### src/design/ims_pkg.sv
package ims_pkg;

    // ==========================================================
    // Descriptor field layout.
    localparam int MASK_LSB = 0;
    localparam int RES0_LSB = 8;
    localparam int RES1_LSB = 11;
    localparam int FRAME_LSB = 3;
    localparam int RES_W = 3;

    // Result bit positions.
    localparam int RES_XACT_ERR = 0;
    localparam int RES_BABBLE = 1;
    localparam int RES_UNDERRUN = 2;

    // Reset values.
    localparam logic [7:0] MASK_RST = 8'h00;
    localparam logic [2:0] RES_RST = 3'h0;
    localparam logic [4:0] FRAME_RST = 5'h00;

    // Register offsets of the plain register port.
    localparam logic [3:0] OFS_CTRL = 4'h0;
    localparam logic [3:0] OFS_FRAME = 4'h1;
    localparam logic [3:0] OFS_STAT = 4'h2;

    // Completion report from the transaction engine.
    typedef struct packed {
        logic valid;
        logic [2:0] uframe;
        logic is_in;
        logic xact_err;
        logic babble;
        logic underrun;
    } ims_done_t;

    // Issue request towards the transaction engine.
    typedef struct packed {
        logic valid;
        logic [2:0] uframe;
    } ims_issue_t;

endpackage

### src/design/ims_sched.sv
// The address map and strobed register access were decided locally.
`timescale 1ns/100ps
module ims_sched
    import ims_pkg::*;
(
    input wire logic core_clk_i,
    input wire logic rst_i,
    input wire logic [3:0] addr_i,
    input wire logic [31:0] wdata_i,
    input wire logic wr_i,
    input wire logic rd_i,
    output logic [31:0] rdata_o,
    input wire logic [4:0] bus_frame_i,
    input wire logic [2:0] bus_uframe_i,
    input wire logic uframe_start_i,
    input wire ims_done_t done_i,
    output ims_issue_t issue_o
);

    // ==========================================================
    // State.
    logic [7:0] microframe_enable_mask_ff;
    logic [4:0] descriptor_word_two_frame_field_ff;
    logic [2:0] uframe_zero_result_ff;
    logic [2:0] uframe_one_result_ff;
    logic [7:0] pending_ff;
    ims_issue_t issue_ff;
    logic frame_match;
    logic [7:0] nxt_mask;
    logic [2:0] done_res;

    // Decodes a write strobe aimed at one register index.
    function automatic logic reg_write(input logic [3:0] a, input logic w,
                                       input logic [3:0] ofs);
        return w && (a == ofs);
    endfunction

    // Frame match gates all scheduling.
    assign frame_match = (descriptor_word_two_frame_field_ff == bus_frame_i);

    // Build the three-bit result from the engine status.
    assign done_res = {~done_i.is_in & done_i.underrun,
                       done_i.is_in & done_i.babble,
                       done_i.xact_err};

    // Mask update: software set ORs in, completion clears its bit; set wins.
    // The OR means a written zero never clears a bit; only completions do.
    always_comb begin
        nxt_mask = microframe_enable_mask_ff;
        if (done_i.valid && pending_ff[done_i.uframe]) begin
            nxt_mask[done_i.uframe] = 1'b0;
        end
        if (reg_write(addr_i, wr_i, OFS_CTRL)) begin
            nxt_mask = nxt_mask | wdata_i[7:0];
        end
    end

    // ==========================================================
    // Mask register.
    always_ff @(posedge core_clk_i or posedge rst_i) begin
        if (rst_i) begin
            microframe_enable_mask_ff <= MASK_RST;
        end else begin
            microframe_enable_mask_ff <= nxt_mask;
        end
    end

    // Frame field register.
    always_ff @(posedge core_clk_i or posedge rst_i) begin
        if (rst_i) begin
            descriptor_word_two_frame_field_ff <= FRAME_RST;
        end else if (reg_write(addr_i, wr_i, OFS_FRAME)) begin
            descriptor_word_two_frame_field_ff <= wdata_i[FRAME_LSB +: 5];
        end
    end

    // Issue decision at each microframe start.
    always_ff @(posedge core_clk_i or posedge rst_i) begin
        if (rst_i) begin
            issue_ff <= '0;
            pending_ff <= 8'h00;
        end else begin
            issue_ff.valid <= 1'b0;
            // A completion clears its pending bit first, so a new issue for the same
            // microframe in that cycle keeps the bit set.
            if (done_i.valid) begin
                pending_ff[done_i.uframe] <= 1'b0;
            end
            if (uframe_start_i && frame_match
                && microframe_enable_mask_ff[bus_uframe_i]) begin
                issue_ff.valid <= 1'b1;
                issue_ff.uframe <= bus_uframe_i;
                pending_ff[bus_uframe_i] <= 1'b1;
            end
        end
    end

    // Result write-back only for processed scheduled microframes zero and one.
    always_ff @(posedge core_clk_i or posedge rst_i) begin
        if (rst_i) begin
            uframe_zero_result_ff <= RES_RST;
            uframe_one_result_ff <= RES_RST;
        end else if (done_i.valid && pending_ff[done_i.uframe]) begin
            if (done_i.uframe == 3'h0) begin
                uframe_zero_result_ff <= done_res;
            end
            if (done_i.uframe == 3'h1) begin
                uframe_one_result_ff <= done_res;
            end
        end
    end

    // Read data one cycle after the strobe.
    always_ff @(posedge core_clk_i or posedge rst_i) begin
        if (rst_i) begin
            rdata_o <= 32'h0000_0000;
        end else if (rd_i) begin
            case (addr_i)
                OFS_CTRL: rdata_o <= {18'h0, uframe_one_result_ff, uframe_zero_result_ff,
                                      microframe_enable_mask_ff};
                OFS_FRAME: rdata_o <= {24'h0, descriptor_word_two_frame_field_ff, 3'h0};
                OFS_STAT: rdata_o <= {23'h0, frame_match, pending_ff};
                default: rdata_o <= 32'h0000_0000;
            endcase
        end else begin
            rdata_o <= 32'h0000_0000;
        end
    end

    assign issue_o = issue_ff;

    // ==========================================================
    // Checks.
    // An issue pulse needs a matched frame and a set mask bit one cycle before.
    property p_issue_match;
        @(posedge core_clk_i) disable iff (rst_i)
        issue_o.valid |-> $past(frame_match) && $past(microframe_enable_mask_ff[bus_uframe_i]);
    endproperty
    a_issue_match: assert property (p_issue_match) else $error("issue without match");

    // A started microframe with its bit set is issued under its own index.
    property p_issue_uf;
        @(posedge core_clk_i) disable iff (rst_i)
        (uframe_start_i && frame_match && microframe_enable_mask_ff[bus_uframe_i])
        |=> issue_o.valid && issue_o.uframe == $past(bus_uframe_i);
    endproperty
    a_issue_uf: assert property (p_issue_uf) else $error("issue for wrong microframe");

    // A frame that does not match never issues.
    property p_no_match;
        @(posedge core_clk_i) disable iff (rst_i)
        (uframe_start_i && !frame_match) |=> !issue_o.valid;
    endproperty
    a_no_match: assert property (p_no_match) else $error("issue on unmatched frame");

    // A processed microframe loses its mask bit unless software sets it again.
    property p_clear;
        @(posedge core_clk_i) disable iff (rst_i)
        (done_i.valid && pending_ff[done_i.uframe] && !reg_write(addr_i, wr_i, OFS_CTRL))
        |=> !microframe_enable_mask_ff[$past(done_i.uframe)];
    endproperty
    a_clear: assert property (p_clear) else $error("mask bit not cleared");

    // Microframe zero result follows the reported flags, gated by direction.
    property p_r0;
        @(posedge core_clk_i) disable iff (rst_i)
        (done_i.valid && pending_ff[0] && done_i.uframe == 3'h0)
        |=> uframe_zero_result_ff == {$past(!done_i.is_in && done_i.underrun),
        $past(done_i.is_in && done_i.babble), $past(done_i.xact_err)};
    endproperty
    a_r0: assert property (p_r0) else $error("result zero wrong");

    // Microframe one result follows the reported flags, gated by direction.
    property p_r1;
        @(posedge core_clk_i) disable iff (rst_i)
        (done_i.valid && pending_ff[1] && done_i.uframe == 3'h1)
        |=> uframe_one_result_ff == {$past(!done_i.is_in && done_i.underrun),
        $past(done_i.is_in && done_i.babble), $past(done_i.xact_err)};
    endproperty
    a_r1: assert property (p_r1) else $error("result one wrong");

    // Without a processed completion both result fields keep their content.
    property p_hold;
        @(posedge core_clk_i) disable iff (rst_i)
        !(done_i.valid && pending_ff[done_i.uframe]) |=> $stable(uframe_zero_result_ff)
        && $stable(uframe_one_result_ff);
    endproperty
    a_hold: assert property (p_hold) else $error("result changed unscheduled");

    // An IN completion for microframe zero never records underrun.
    property p_bits;
        @(posedge core_clk_i) disable iff (rst_i)
        (done_i.valid && pending_ff[0] && done_i.uframe == 3'h0 && done_i.is_in)
        |=> !uframe_zero_result_ff[RES_UNDERRUN];
    endproperty
    a_bits: assert property (p_bits) else $error("underrun on IN");

    // An OUT completion for microframe one never records babble.
    property p_babble;
        @(posedge core_clk_i) disable iff (rst_i)
        (done_i.valid && pending_ff[1] && done_i.uframe == 3'h1 && !done_i.is_in)
        |=> !uframe_one_result_ff[RES_BABBLE];
    endproperty
    a_babble: assert property (p_babble) else $error("babble on OUT");

    // Every bit that software writes as one is set in the next cycle.
    property p_set;
        @(posedge core_clk_i) disable iff (rst_i)
        reg_write(addr_i, wr_i, OFS_CTRL) |=> (microframe_enable_mask_ff & $past(wdata_i[7:0]))
        == $past(wdata_i[7:0]);
    endproperty
    a_set: assert property (p_set) else $error("software set lost");

    c_issue: cover property (@(posedge core_clk_i) issue_o.valid);
    c_unmatched: cover property (@(posedge core_clk_i) uframe_start_i && !frame_match);
    c_done0: cover property (@(posedge core_clk_i) done_i.valid && done_i.uframe == 3'h0);
    c_done1: cover property (@(posedge core_clk_i) done_i.valid && done_i.uframe == 3'h1);

endmodule

### config.mk
export PLATFORM = sky130hd
export DESIGN_NAME = ims_sched
export DESIGN_NICKNAME = d
export VERILOG_FILES = /design/src/design/ims_pkg.sv /design/src/design/ims_sched.sv
export SDC_FILE = /design/constraint.sdc
export NUM_CORES = 1
export LEC_CHECK = 0
export BUFFER_PORTS_ARGS = -buffer_cell sky130_fd_sc_hd__buf_4
export CAP_MARGIN = 20
export CORE_AREA = 2 2 79 81
export CTS_BUF_LIST = sky130_fd_sc_hd__clkbuf_2 sky130_fd_sc_hd__clkbuf_4 sky130_fd_sc_hd__clkbuf_8
export DETAILED_ROUTE_END_ITERATION = 7
export DIE_AREA = 0 0 81 83
export GPL_ROUTABILITY_DRIVEN = 0
export PLACE_DENSITY = 0.75
export SYNTH_ARGS = -nofsm -noshare
export SYNTH_HDL_FRONTEND = slang
export SYNTH_SLANG_ARGS = --single-unit
### constraint.sdc
create_clock -name core_clk_i -period 1.5 [get_ports core_clk_i]
set_input_delay 0.225 -clock core_clk_i [delete_from_list [all_inputs] [get_ports core_clk_i]]
set_output_delay 0.225 -clock core_clk_i [all_outputs]
set_load 0.01 [all_outputs]
Word level (Yosys, flattened, before mapping)
Index checks and enable logic that the tools add are counted.
{"block": "totals", "reg_bits": 63, "out_inout_bits": 36}
{"block": "op_classes", "order_cmp": 4, "bitwise": 8, "n_reduce_logical": 11, "muxes": 15, "eq_ne": 4}
{"cell": "case mux 14 bit (3 select lines)", "count": 1}
{"cell": "two-way mux 32 bit", "count": 1}
{"cell": "two-way mux 8 bit", "count": 4}
{"cell": "AND 8 bit", "count": 2}
{"cell": "OR 8 bit", "count": 2}
{"cell": "less-than comparator 3 x 4 -> 1 bit, second input constant", "count": 2}
{"cell": "inverter 8 bit", "count": 1}
{"cell": "logical AND 1 bit", "count": 7}
{"cell": "binary-select mux 1 bit (select 3 bit)", "count": 2}
{"cell": "demux 1 bit (select 3 bit)", "count": 2}
{"cell": "greater-or-equal comparator 3 x 1 -> 1 bit, second input constant", "count": 2}
{"cell": "== test 5 bit", "count": 1}
{"cell": "== test 4 x 1 -> 1 bit, second input constant", "count": 1}
{"cell": "== test 4 x 2 -> 1 bit, second input constant", "count": 1}
{"cell": "zero test 4 bit", "count": 1}
{"cell": "two-way mux 1 bit", "count": 4}
{"cell": "two-way mux 4 bit", "count": 1}
{"cell": "AND reduction 2 bit", "count": 2}
{"cell": "== test 3 x 1 -> 1 bit, second input constant", "count": 1}
{"cell": "zero test 3 bit", "count": 1}
{"cell": "AND 1 bit", "count": 2}
{"cell": "inverter 1 bit", "count": 1}

Depth between registers and ports, before layout
Gate-level depths: netlist of the first run.
{"block": "depth", "ltp_word": 9, "ltp_mapped": 6}

Worst setup path after synthesis of the first run
OpenSTA, ideal clock, no wires.
{"block": "synth_path", "path_type": "register to register", "startpoint": "reg descriptor_word_two_frame_field_ff[1]", "endpoint": "reg issue_ff, in the netlist issue_o[0]", "path_stages_with_launch": 6, "path_slack_ns": -0.029, "setup_ns": 0.125, "required_ns": 1.375, "t_arrival_ns": 1.404, "path_buffers": 1, "period_less_slack_ns": 1.529, "path_cell_list": "dfrtp_1 > xor2_1 > nor3_1 > nand4_1 > buf_6 > mux2_4"}
{"block": "synth_between", "elab_chain_cells": 3}
{"item": "start, declared", "line": "ims_sched.sv:23", "source": "logic [4:0] descriptor_word_two_frame_field_ff;"}
{"item": "start signal, assigned", "line": "ims_sched.sv:73", "source": "descriptor_word_two_frame_field_ff <= wdata_i[FRAME_LSB +: 5];"}
{"item": "== test 5 bit", "line": "ims_sched.sv:39", "source": "assign frame_match = (descriptor_word_two_frame_field_ff == bus_frame_i);"}
{"item": "logical AND 1 bit", "line": "ims_sched.sv:89", "source": "if (uframe_start_i && frame_match"}
{"item": "logical AND 1 bit", "line": "ims_sched.sv:90", "source": "&& microframe_enable_mask_ff[bus_uframe_i]) begin"}
{"item": "end, declared", "line": "ims_sched.sv:27", "source": "ims_issue_t issue_ff;"}
Every way passes these cells.
A chain may end at the register's enable or synchronous reset.

Worst setup path in the final report of the first run
Ends and elaborated chain as after synthesis.

==> flow_metrics.tcl, run 1 <==
set metrics [dict create \
    outcome "finished, violations left" \
    failed_checks "negative setup slack" \
    reg2reg_depth 5 \
    synthArstFlopShare 1.000 \
    tightest_slew_ns 0.5795 \
    final_util 0.5267 \
    setup_tns_ns -0.05030 \
    p_per_area_nw_per_um2 1027 \
    first_iter_violations 97 \
    final.fill_count 543 \
    cp_max_fo 11 \
    clkTransAtPathRegs_ns 0.09 \
    syn2layout_area_growth_pct 33.33 \
    peakVddDrop_uv 435.5 \
    yosysTopAreaCellShare 0.4902 \
    finalHoldViolations 0 \
    min_path_type "in2reg" \
    die-height_microns 83 \
    period_share 1.014 \
    netlist_instances 214 \
    r2r_slack_ns -0.02 \
    wl_per_cell_microns 13.96 \
    nNetsFinal 349 \
    dieArea_sq_um 6723 \
    fmax_ghz 0.6576 \
    setup_viol 4 \
    yosysWarnings 0 \
    period_needed_ns 1.521 \
    synth.area.top_cells "dfrtp_1 (49%), mux2i_1 (6.5%), mux2_2 (6.4%), buf_4 (6.2%), nor2_1 (3.4%)" \
    hold_depth 2 \
    maxCapViolCount 0 \
    crit_arrival_ns 1.71 \
    htreeDepth 2 \
    yosysMostFrequentCell "dfrtp_1" \
    place.port_buffers 50 \
    slew_violations 0 \
    boundaryPins 93 \
    final_antenna_net_count 0 \
    cts.sinks 45 \
    grt_pass1_vias 1774 \
    cts_made_buffers 5 \
    cp-start-kind "register" \
    overflow 0 \
    endpoint_kind "register" \
    power_mw 3.145 \
    yosysTopAreaCell "dfrtp_1" \
    timing.hold.ws_ns 0.1442 \
    synth_ff_type "dfrtp_1" \
    vias 1753 \
    antenna_cells 0 \
    p_leak_nw 1.492 \
    layout-drive-gt1-share 0.3754 \
    clkLatencyLatePin_ns 0.31 \
    yosysSeqAreaShare 0.4902 \
    timing.final.ws_setup_ns -0.02062 \
    clock_tree.root_cell "clkbuf_8" \
    antenna_found_initial 0 \
    rsz0062_at_grt "yes" \
    fp-row-count 28 \
    max_slew_margin 0.6113 \
    start_util 0.3950 \
    core_area_sq_um 5816 \
    critPathRequiredTime_ns 1.69 \
    final.setup_skew_ns 0.01144 \
    syn_area_sq_um 2297 \
    avgViaCountPerCell 4.764 \
    synth_common_cells "dfrtp_1 (45), nor2_1 (21), buf_4 (19)" \
    crit_type "reg2reg" \
    grt_use_total 0.1652 \
    synth_edf_count 0 \
    drc 0 \
    cts_tree "done" \
    chipWidth_microns 81 \
    cts_buffer_depth 2 \
    synthDistinctLibCells 34 \
    syn_avg_cell_area_sq_um 10.73 \
    drt-total-wl_microns 5137 \
    grt_max_degree 31 \
    ys_ff_latch 45 \
    hpwl_microns 4026 \
    grt_pass1_wl_microns 8569 \
    drtPass1Iterations 4 \
]
[per-stage QoR]
stage,area [sq um],setup slack [ns],std cells
4_1_cts,2998,-0.03939,365
3_5_place_dp,2859,-0.1031,356
2_1_floorplan,2371,0.005915,231
5_1_grt,3063,-0.08828,368
3_3_place_gp,2859,-0.1046,356
6_report,3063,-0.02062,368
[metal layers]
| metal | share of wire | vias up | track usage |
|---|---|---|---|
| met3 | 0.065 | 9 | 0.04457 |
| met4 | 0.019 | 0 | 0.06163 |
| met1 | 0.45 | 822 | 0.2184 |
| met2 | 0.47 | 62 | 0.2569 |
| met5 | 0 | - | 0 |
| li1 | - | 860 | - |
[timing repair]
| item | CTS | global route |
|---|---|---|
| endpoints found under the hold margin | 15 | 0 |
| gates resized for setup | 2 | 7 |
| pin swaps | 0 | 3 |
| hold buffers | 1 | 0 |
| setup endpoints to repair | 6 | 19 |
| buffers inserted | 0 | 3 |
[cell families after synthesis]
kind of cell,after synthesis,synth area share
other,1,0.001632
DFF,45,0.4902
buffers and inverters,28,0.08388
AOI/OAI and AO/OA,35,0.1078
and+or+nand+nor,70,0.1552
xor gates and xnor gates,5,0.01906
muxes,30,0.1422
[state kept, by name, indices dropped and copies added, names as in the netlist]
signal / flops
pending_ff: 8
microframe_enable_mask_ff: 8
rdata_o: 14
issue_o: 4
uframe_zero_result_ff: 3
descriptor_word_two_frame_field_ff: 5
uframe_one_result_ff: 3
[final timing paths]
| check | end | start |
|---|---|---|
| min | microframe_enable_mask_ff[0]$_DFF_PP0_ | wdata_i[0] |
| max | issue_o[0]$_DFFE_PP0N_ | descriptor_word_two_frame_field_ff[1]$_DFFE_PP0P_ |
| max in group asynchronous | pending_ff[2]$_DFF_PP0_ | rst_i |
| min in group asynchronous | descriptor_word_two_frame_field_ff[0]$_DFFE_PP0P_ | rst_i |
| max reg2reg | issue_o[0]$_DFFE_PP0N_ | descriptor_word_two_frame_field_ff[1]$_DFFE_PP0P_ |
| min reg2reg | rdata_o[11]$_DFF_PP0_ | uframe_one_result_ff[0]$_DFFE_PP0P_ |
[where the power goes]
group	leakage, nW	internal, mW	total [mW]	switching (mW)
clock	0.0574	0.541	0.954	0.412
sequential	0.588	1.37	1.47	0.107
combinational	0.846	0.401	0.718	0.317
total	1.49	2.31	3.14	0.837
[cell type report]
cell class / instances / area [sq um] / area share
Sequential cell: 45 / 1126 / 0.3676
Multi-Input combinational cell: 158 / 1100 / 0.3591
Timing Repair Buffer: 79 / 611.8 / 0.1998
Tap cell: 75 / 93.84 / 0.03064
Clock buffer: 6 / 82.58 / 0.02696
Clock inverter: 2 / 37.54 / 0.01225
Inverter: 3 / 11.26 / 0.003676
[placed cells by master, fill, tap and decap left out, types with 2 or more instances in the layout]
cell,count
nand3_1,4
mux2_4,3
o31ai_1,3
nand4_1,3
xor2_1,5
and2_1,10
nand2_1,10
buf_4,76
a21oi_1,6
nor2b_1,4
nor3_1,3
nor2_1,21
o21ai_0,11
conb_1,18
mux2i_2,2
inv_1,2
a22o_1,6
a221o_1,3
mux2_2,12
nand3_4,2
nand2b_1,6
dfrtp_1,45
and2b_1,2
clkbuf_8,6
mux2i_1,13
[worst max-delay path, cell delays in order, from the launching register on]
cell and delay (ns):
dfrtp_1 0.39, xor2_1 0.15, nor3_2 0.25, nand4_1 0.14, buf_6 0.18, mux2_4 0.29
Note: power is estimated with default switching activity, not from simulation.
==> inputs of run 2 (changes only) <==
--- a/config.mk
+++ b/config.mk
@@ -13,6 +13,7 @@
 export DIE_AREA = 0 0 81 83
 export GPL_ROUTABILITY_DRIVEN = 0
 export PLACE_DENSITY = 0.75
+export SETUP_SLACK_MARGIN = 0.2
 export SYNTH_ARGS = -nofsm -noshare
 export SYNTH_HDL_FRONTEND = slang
 export SYNTH_SLANG_ARGS = --single-unit
==> run 2 against run 1 <==
  * The flow still finishes with violations (negative setup slack)
  * Sequential cell count unchanged
  * Final area increased by 5.4%
  * Combinational power increased by 14%
  * Critical endpoint unchanged
  * Highest routed layer unchanged
==> flow_metrics.tcl, run 2 (synthesis results as in run 1) <==
set metrics [dict create \
    grt_pass1_vias 1886 \
    cp-endpoint "issue_o[0]$_DFFE_PP0N_" \
    reg2reg_depth 5 \
    syn2layout_area_growth_pct 40.58 \
    final_util 0.5553 \
    timing.final.ws_setup_ns -0.03595 \
    avgViaCountPerCell 4.939 \
    r2r-start "descriptor_word_two_frame_field_ff[2]$_DFFE_PP0P_" \
    die-height_microns 83 \
    top_register "rdata_o" \
    critPathRequiredTime_ns 1.69 \
    power_mw 3.248 \
    hpwl_microns 4098 \
    fin_cells 377 \
    register_area_sq_um 1126 \
    htreeDepth 2 \
    maxCapViolCount 0 \
    place.port_buffers 50 \
    cp-startpoint "descriptor_word_two_frame_field_ff[2]$_DFFE_PP0P_" \
    layout-drive-gt1-share 0.4238 \
    crit_arrival_ns 1.73 \
    drt-total-wl_microns 5544 \
    peakVddDrop_uv 429.5 \
    wl_per_cell_microns 14.71 \
    vias 1862 \
    worstPathCellList "xor2_1 > nor3_2 > nand4_1 > buf_6 > mux2_4" \
    top_regs "rdata_o (14), microframe_enable_mask_ff (8), pending_ff (8)" \
    antenna_cells 0 \
    cts_made_buffers 5 \
    start_util 0.3950 \
    drtPass1Iterations 4 \
    period_share 1.024 \
    rsz0062_at_grt "yes" \
    first_iter_violations 107 \
    period_needed_ns 1.536 \
    cp-start-kind "register" \
    chipWidth_microns 81 \
    final.fill_count 500 \
    clock_tree.root_cell "clkbuf_8" \
    boundaryPins 93 \
    cp_max_fo 10 \
    antenna_found_initial 0 \
    slowest_delay_ns 0.42 \
    cts_tree "done" \
    nNetsFinal 358 \
    drc 0 \
    slew_violations 0 \
    fmax_ghz 0.6511 \
    final_antenna_net_count 0 \
    holdCritStartpoint "wdata_i[0]" \
    final_cell_mix "buf_4 (79), dfrtp_1 (45), nor2_1 (20)" \
    pre_cts_slack_ns -0.05535 \
    grt_max_degree 46 \
    final.setup_skew_ns 0.006012 \
    finalInstanceArea_sq_um 3229 \
    r2r_slack_ns -0.04 \
    min_path_type "in2reg" \
    p_leak_nw 1.588 \
    place_area_sq_um 2895 \
    cts.sinks 45 \
    cts_buffer_depth 2 \
    grt_use_total 0.1749 \
    overflow 0 \
    core_area_sq_um 5816 \
    crit_slowest_cell "dfrtp_1" \
    clkTransAtPathRegs_ns 0.09 \
    endpoint_kind "register" \
    outcome "finished, violations left" \
    grt_pass1_wl_microns 9025 \
    failed_checks "negative setup slack" \
    mostFrequentLayoutCell "buf_4" \
    dieArea_sq_um 6723 \
    p_per_area_nw_per_um2 1006 \
    setup_viol 6 \
    fp-row-count 28 \
    multiInputGateArea_sq_um 1167 \
    finalHoldViolations 0 \
    post-place-cells 355 \
    crit_type "reg2reg" \
    largest_reg_flops 14 \
    r2r_end "issue_o[0]$_DFFE_PP0N_" \
    clkLatencyLatePin_ns 0.30 \
]
[run 2: cell count changes in the layout (fill, tap and decap cells not counted), moves of 2 or more]
cell and delta:
o21ai_0 -2, buf_6 +5, buf_4 +3, o21ai_2 +2, mux2_4 +6, mux2_2 -6, nand3_2 +3, nand3_1 -4
[run 2: worst min path at each step]
stage,to,depth (start not counted)
final,microframe_enable_mask_ff[0]$_DFF_PP0_,2
after global routing,microframe_enable_mask_ff[0]$_DFF_PP0_,2
after CTS,microframe_enable_mask_ff[0]$_DFF_PP0_,2
after detailed placement,rdata_o[4]$_DFF_PP0_,3
after global placement,rdata_o[5]$_DFF_PP0_,3
after floorplan,microframe_enable_mask_ff[0]$_DFF_PP0_,1
[run 2: routing by layer]
| layer | global-route usage | up-vias | share of wire |
|---|---|---|---|
| li1 | - | 886 | - |
| met1 | 0.2318 | 892 | 0.43 |
| met2 | 0.2720 | 73 | 0.49 |
| met3 | 0.03913 | 11 | 0.057 |
| met4 | 0.07550 | 0 | 0.022 |
| met5 | 0 | - | 0 |
[run 2: power by group]
part           leakage [nW]  switching [mW]  internal [mW]  total, mW
combinational         0.943           0.357          0.461      0.818
clock                0.0574           0.417          0.542      0.958
sequential            0.588           0.106           1.37       1.47
[run 2: through the flow]
stage | TNS, ns | hold slack [ns]
after floorplan | 0 | 0.3575
after global placement | -0.04757 | 0.3155
after detailed placement | -0.2254 | 0.3302
after CTS | -0.05748 | 0.1372
after global routing | -0.6869 | 0.1431
final | -0.09255 | 0.1466
[run 2: cell type report]
cell class | count | area share
multi-input combinational | 158 | 0.3615
sequential | 45 | 0.3487
timing repair buffer | 88 | 0.2201
tap | 75 | 0.02906
clock buffer | 6 | 0.02557
clock inverter | 2 | 0.01162
inverter | 3 | 0.003487
[run 2: critical path: cells and delay by family, from the launching register on]
kind          cells  cell delay, ns
buf+inv           1            0.18
xor+xnor          1            0.16
mux               1            0.29
flops             1            0.42
simple gates      2            0.37
[run 2: timing repair]
action | CTS | global route
endpoints found under the hold margin | 6 | 0
hold buffers | 1 | 0
gates resized for setup | 13 | 10
setup endpoints to repair | 23 | 27
buffers inserted | 8 | 5
pin swaps | 8 | 8
gates cloned | 0 | 0
==> inputs of run 3 (changes only) <==
--- a/config.mk
+++ b/config.mk
@@ -5,14 +5,14 @@
 export SDC_FILE = /design/constraint.sdc
 export NUM_CORES = 1
 export LEC_CHECK = 0
-export BUFFER_PORTS_ARGS = -buffer_cell sky130_fd_sc_hd__buf_4
 export CAP_MARGIN = 20
 export CORE_AREA = 2 2 79 81
 export CTS_BUF_LIST = sky130_fd_sc_hd__clkbuf_2 sky130_fd_sc_hd__clkbuf_4 sky130_fd_sc_hd__clkbuf_8
 export DETAILED_ROUTE_END_ITERATION = 7
 export DIE_AREA = 0 0 81 83
+export DONT_BUFFER_PORTS = 1
 export GPL_ROUTABILITY_DRIVEN = 0
-export PLACE_DENSITY = 0.75
+export PLACE_DENSITY = 0.6
 export SETUP_SLACK_MARGIN = 0.2
 export SYNTH_ARGS = -nofsm -noshare
 export SYNTH_HDL_FRONTEND = slang
==> run 3 against run 2 <==
  * The run still ends with negative setup slack left
  * Final area shrank 14%
  * Routed wire length shrank 7.4%
  * Power shrank 5.5%
  * Sequential power is essentially flat
  * First-iteration DRC count shrank 43%
  * Combinational power shrank 26%
  * Hold slack lost 0.13 ns
  * Die area is the same
  * Critical path depth is the same
  * Critical path type unchanged
==> flow_metrics.tcl, run 3 (synthesis results as in run 1) <==
set metrics [dict create \
    outcome "finished, violations left" \
    failed_checks "negative setup slack" \
    drt-total-wl_microns 5134 \
    core_area_sq_um 5816 \
    endpoint_kind "register" \
    crit_slowest_cell "dfrtp_1" \
    final.fill_count 570 \
    period_needed_ns 1.538 \
    clkLatencyLatePin_ns 0.30 \
    grt_pass1_wl_microns 7976 \
    multiInputGateArea_sq_um 1142 \
    r2r_end "uframe_zero_result_ff[2]$_DFFE_PP0P_" \
    post-place-cells 306 \
    power_mw 3.068 \
    final_cell_mix "dfrtp_1 (45), buf_4 (27), nor2_1 (20)" \
    cts_buffer_depth 2 \
    peakVddDrop_uv 501.0 \
    internal-power_mw 2.262 \
    r2r_slack_ns -0.04 \
    largest_reg_flops 14 \
    clkTransAtPathRegs_ns 0.08 \
    top_register "rdata_o" \
    layout-drive-gt1-share 0.2823 \
    setup_viol 9 \
    die-height_microns 83 \
    p_sw_frac 0.2626 \
    critical-path-top-delay-family "multiplexers" \
    antenna_found_initial 0 \
    finalHoldViolations 0 \
    seq_power_share 0.485 \
    cp-startpoint "pending_ff[7]$_DFF_PP0_" \
    cts.sinks 45 \
    finalInstanceArea_sq_um 2783 \
    final_antenna_net_count 0 \
    first_iter_violations 61 \
    slew_violations 0 \
    chipWidth_microns 81 \
    fmax_ghz 0.6501 \
    fp-row-count 28 \
    grt_max_degree 46 \
    start_util 0.3950 \
    grt_use_total 0.1584 \
    dieArea_sq_um 6723 \
    fin_cells 323 \
    maxCapViolCount 0 \
    mostFrequentLayoutCell "dfrtp_1" \
    grt_pass1_vias 1547 \
    vias 1601 \
    top_regs "rdata_o (14), microframe_enable_mask_ff (8), pending_ff (8)" \
    wl_per_cell_microns 15.89 \
    period_share 1.026 \
    hpwl_microns 3755 \
    final.setup_skew_ns 0.006512 \
    cts_made_buffers 5 \
    timing.hold.ws_ns 0.01351 \
    drtPass1Iterations 4 \
    worst_hold_path.endpoint "pending_ff[6]$_DFF_PP0_" \
    cp-start-kind "register" \
    rsz0062_at_grt "yes" \
    holdCritStartpoint "bus_uframe_i[0]" \
    comb_power_share 0.199 \
    tightest_slew_ns 0.5874 \
    register_area_sq_um 1126 \
    p_leak_nw 1.304 \
    p_clk_frac 0.317 \
    cts_tree "done" \
    crit_type "reg2reg" \
    overflow 0 \
    slowest_delay_ns 0.40 \
    place_area_sq_um 2515 \
    antenna_cells 0 \
    min_path_type "in2reg" \
    clock_tree.root_cell "clkbuf_8" \
    p_sw_mw 0.8057 \
    setup_tns_ns -0.2284 \
    cpMostUsedCell "mux2_4" \
    boundaryPins 93 \
    syn2layout_area_growth_pct 21.13 \
    avgViaCountPerCell 4.957 \
    p_per_area_nw_per_um2 1103 \
    crit_arrival_ns 1.73 \
    max_slew_margin 0.6084 \
    timing.final.ws_setup_ns -0.03829 \
    r2r-start "pending_ff[7]$_DFF_PP0_" \
    crit_buf_inv 1 \
    reg2reg_depth 5 \
    critPathRequiredTime_ns 1.69 \
    worstPathCellList "mux2_4 > a2bb2oi_4 > buf_12 > nand3_4 > mux2_4" \
    htreeDepth 2 \
    hold_depth 1 \
    nNetsFinal 304 \
    drc 0 \
    cp_max_fo 4 \
    place.port_buffers 0 \
]
-- run 3: per-stage QoR --
| step | util | worst slack [ns] |
|---|---|---|
| 6_report | 0.4785 | -0.03829 |
| 5_1_grt | 0.4785 | -0.1113 |
| 4_1_cts | 0.4694 | -0.03458 |
| 3_5_place_dp | 0.4324 | -0.02042 |
| 3_3_place_gp | 0.4324 | -0.01251 |
| 2_1_floorplan | - | 0.04553 |
-- run 3: final cells by class --
type                            instances  share of cell area
Clock buffer                            6             0.02968
Clock inverter                          2             0.01349
Inverter                                3            0.004047
Multi-Input combinational cell        158              0.4105
Sequential cell                        45              0.4047
Tap cell                               75             0.03372
Timing Repair Buffer                   34              0.1039
-- run 3: what timing repair did --
action	in CTS	in global routing
setup endpoints to repair	23	27
setup buffers	5	3
hold endpoints to repair	45	0
resized for setup	12	4
pin swaps	9	13
hold buffers	1	0
-- run 3: power groups by stage --
| stage | sequential, mW | clock [mW] | combinational, mW |
|---|---|---|---|
| 2_1_floorplan | 1.49 | 0 | 0.432 |
| 3_3_place_gp | 1.51 | 0 | 0.540 |
| 3_5_place_dp | 1.51 | 0 | 0.548 |
| 4_1_cts | 1.49 | 0.991 | 0.588 |
| 5_1_grt | 1.51 | 1.04 | 0.668 |
| 6_report | 1.49 | 0.971 | 0.609 |
-- run 3: worst max-delay path by stage --
stage | to | depth (start not counted)
4_1_cts | issue_o[0]$_DFFE_PP0N_ | 5
3_5_place_dp | issue_o[2]$_DFFE_PP0N_ | 5
2_1_floorplan | issue_o[0]$_DFFE_PP0N_ | 5
5_1_grt | issue_o[2]$_DFFE_PP0N_ | 5
6_report | uframe_zero_result_ff[2]$_DFFE_PP0P_ | 5
3_3_place_gp | issue_o[0]$_DFFE_PP0N_ | 5
-- run 3: worst register-to-register path: stages, from the launching register on --
cell and delay (ns):
dfrtp_1 0.40, mux2_4 0.28, a2bb2oi_4 0.19, buf_12 0.15
nand3_4 0.11, mux2_4 0.31
-- run 3: layer usage --
| layer | vias up | wire length (microns) | GRT usage |
|---|---|---|---|
| met2 | 62 | 2376 | 0.2434 |
| met3 | 7 | 384 | 0.05217 |
| met4 | 0 | 76 | 0.05547 |
| met1 | 757 | 2296 | 0.2071 |
| met5 | - | 0 | 0 |
| li1 | 775 | - | - |
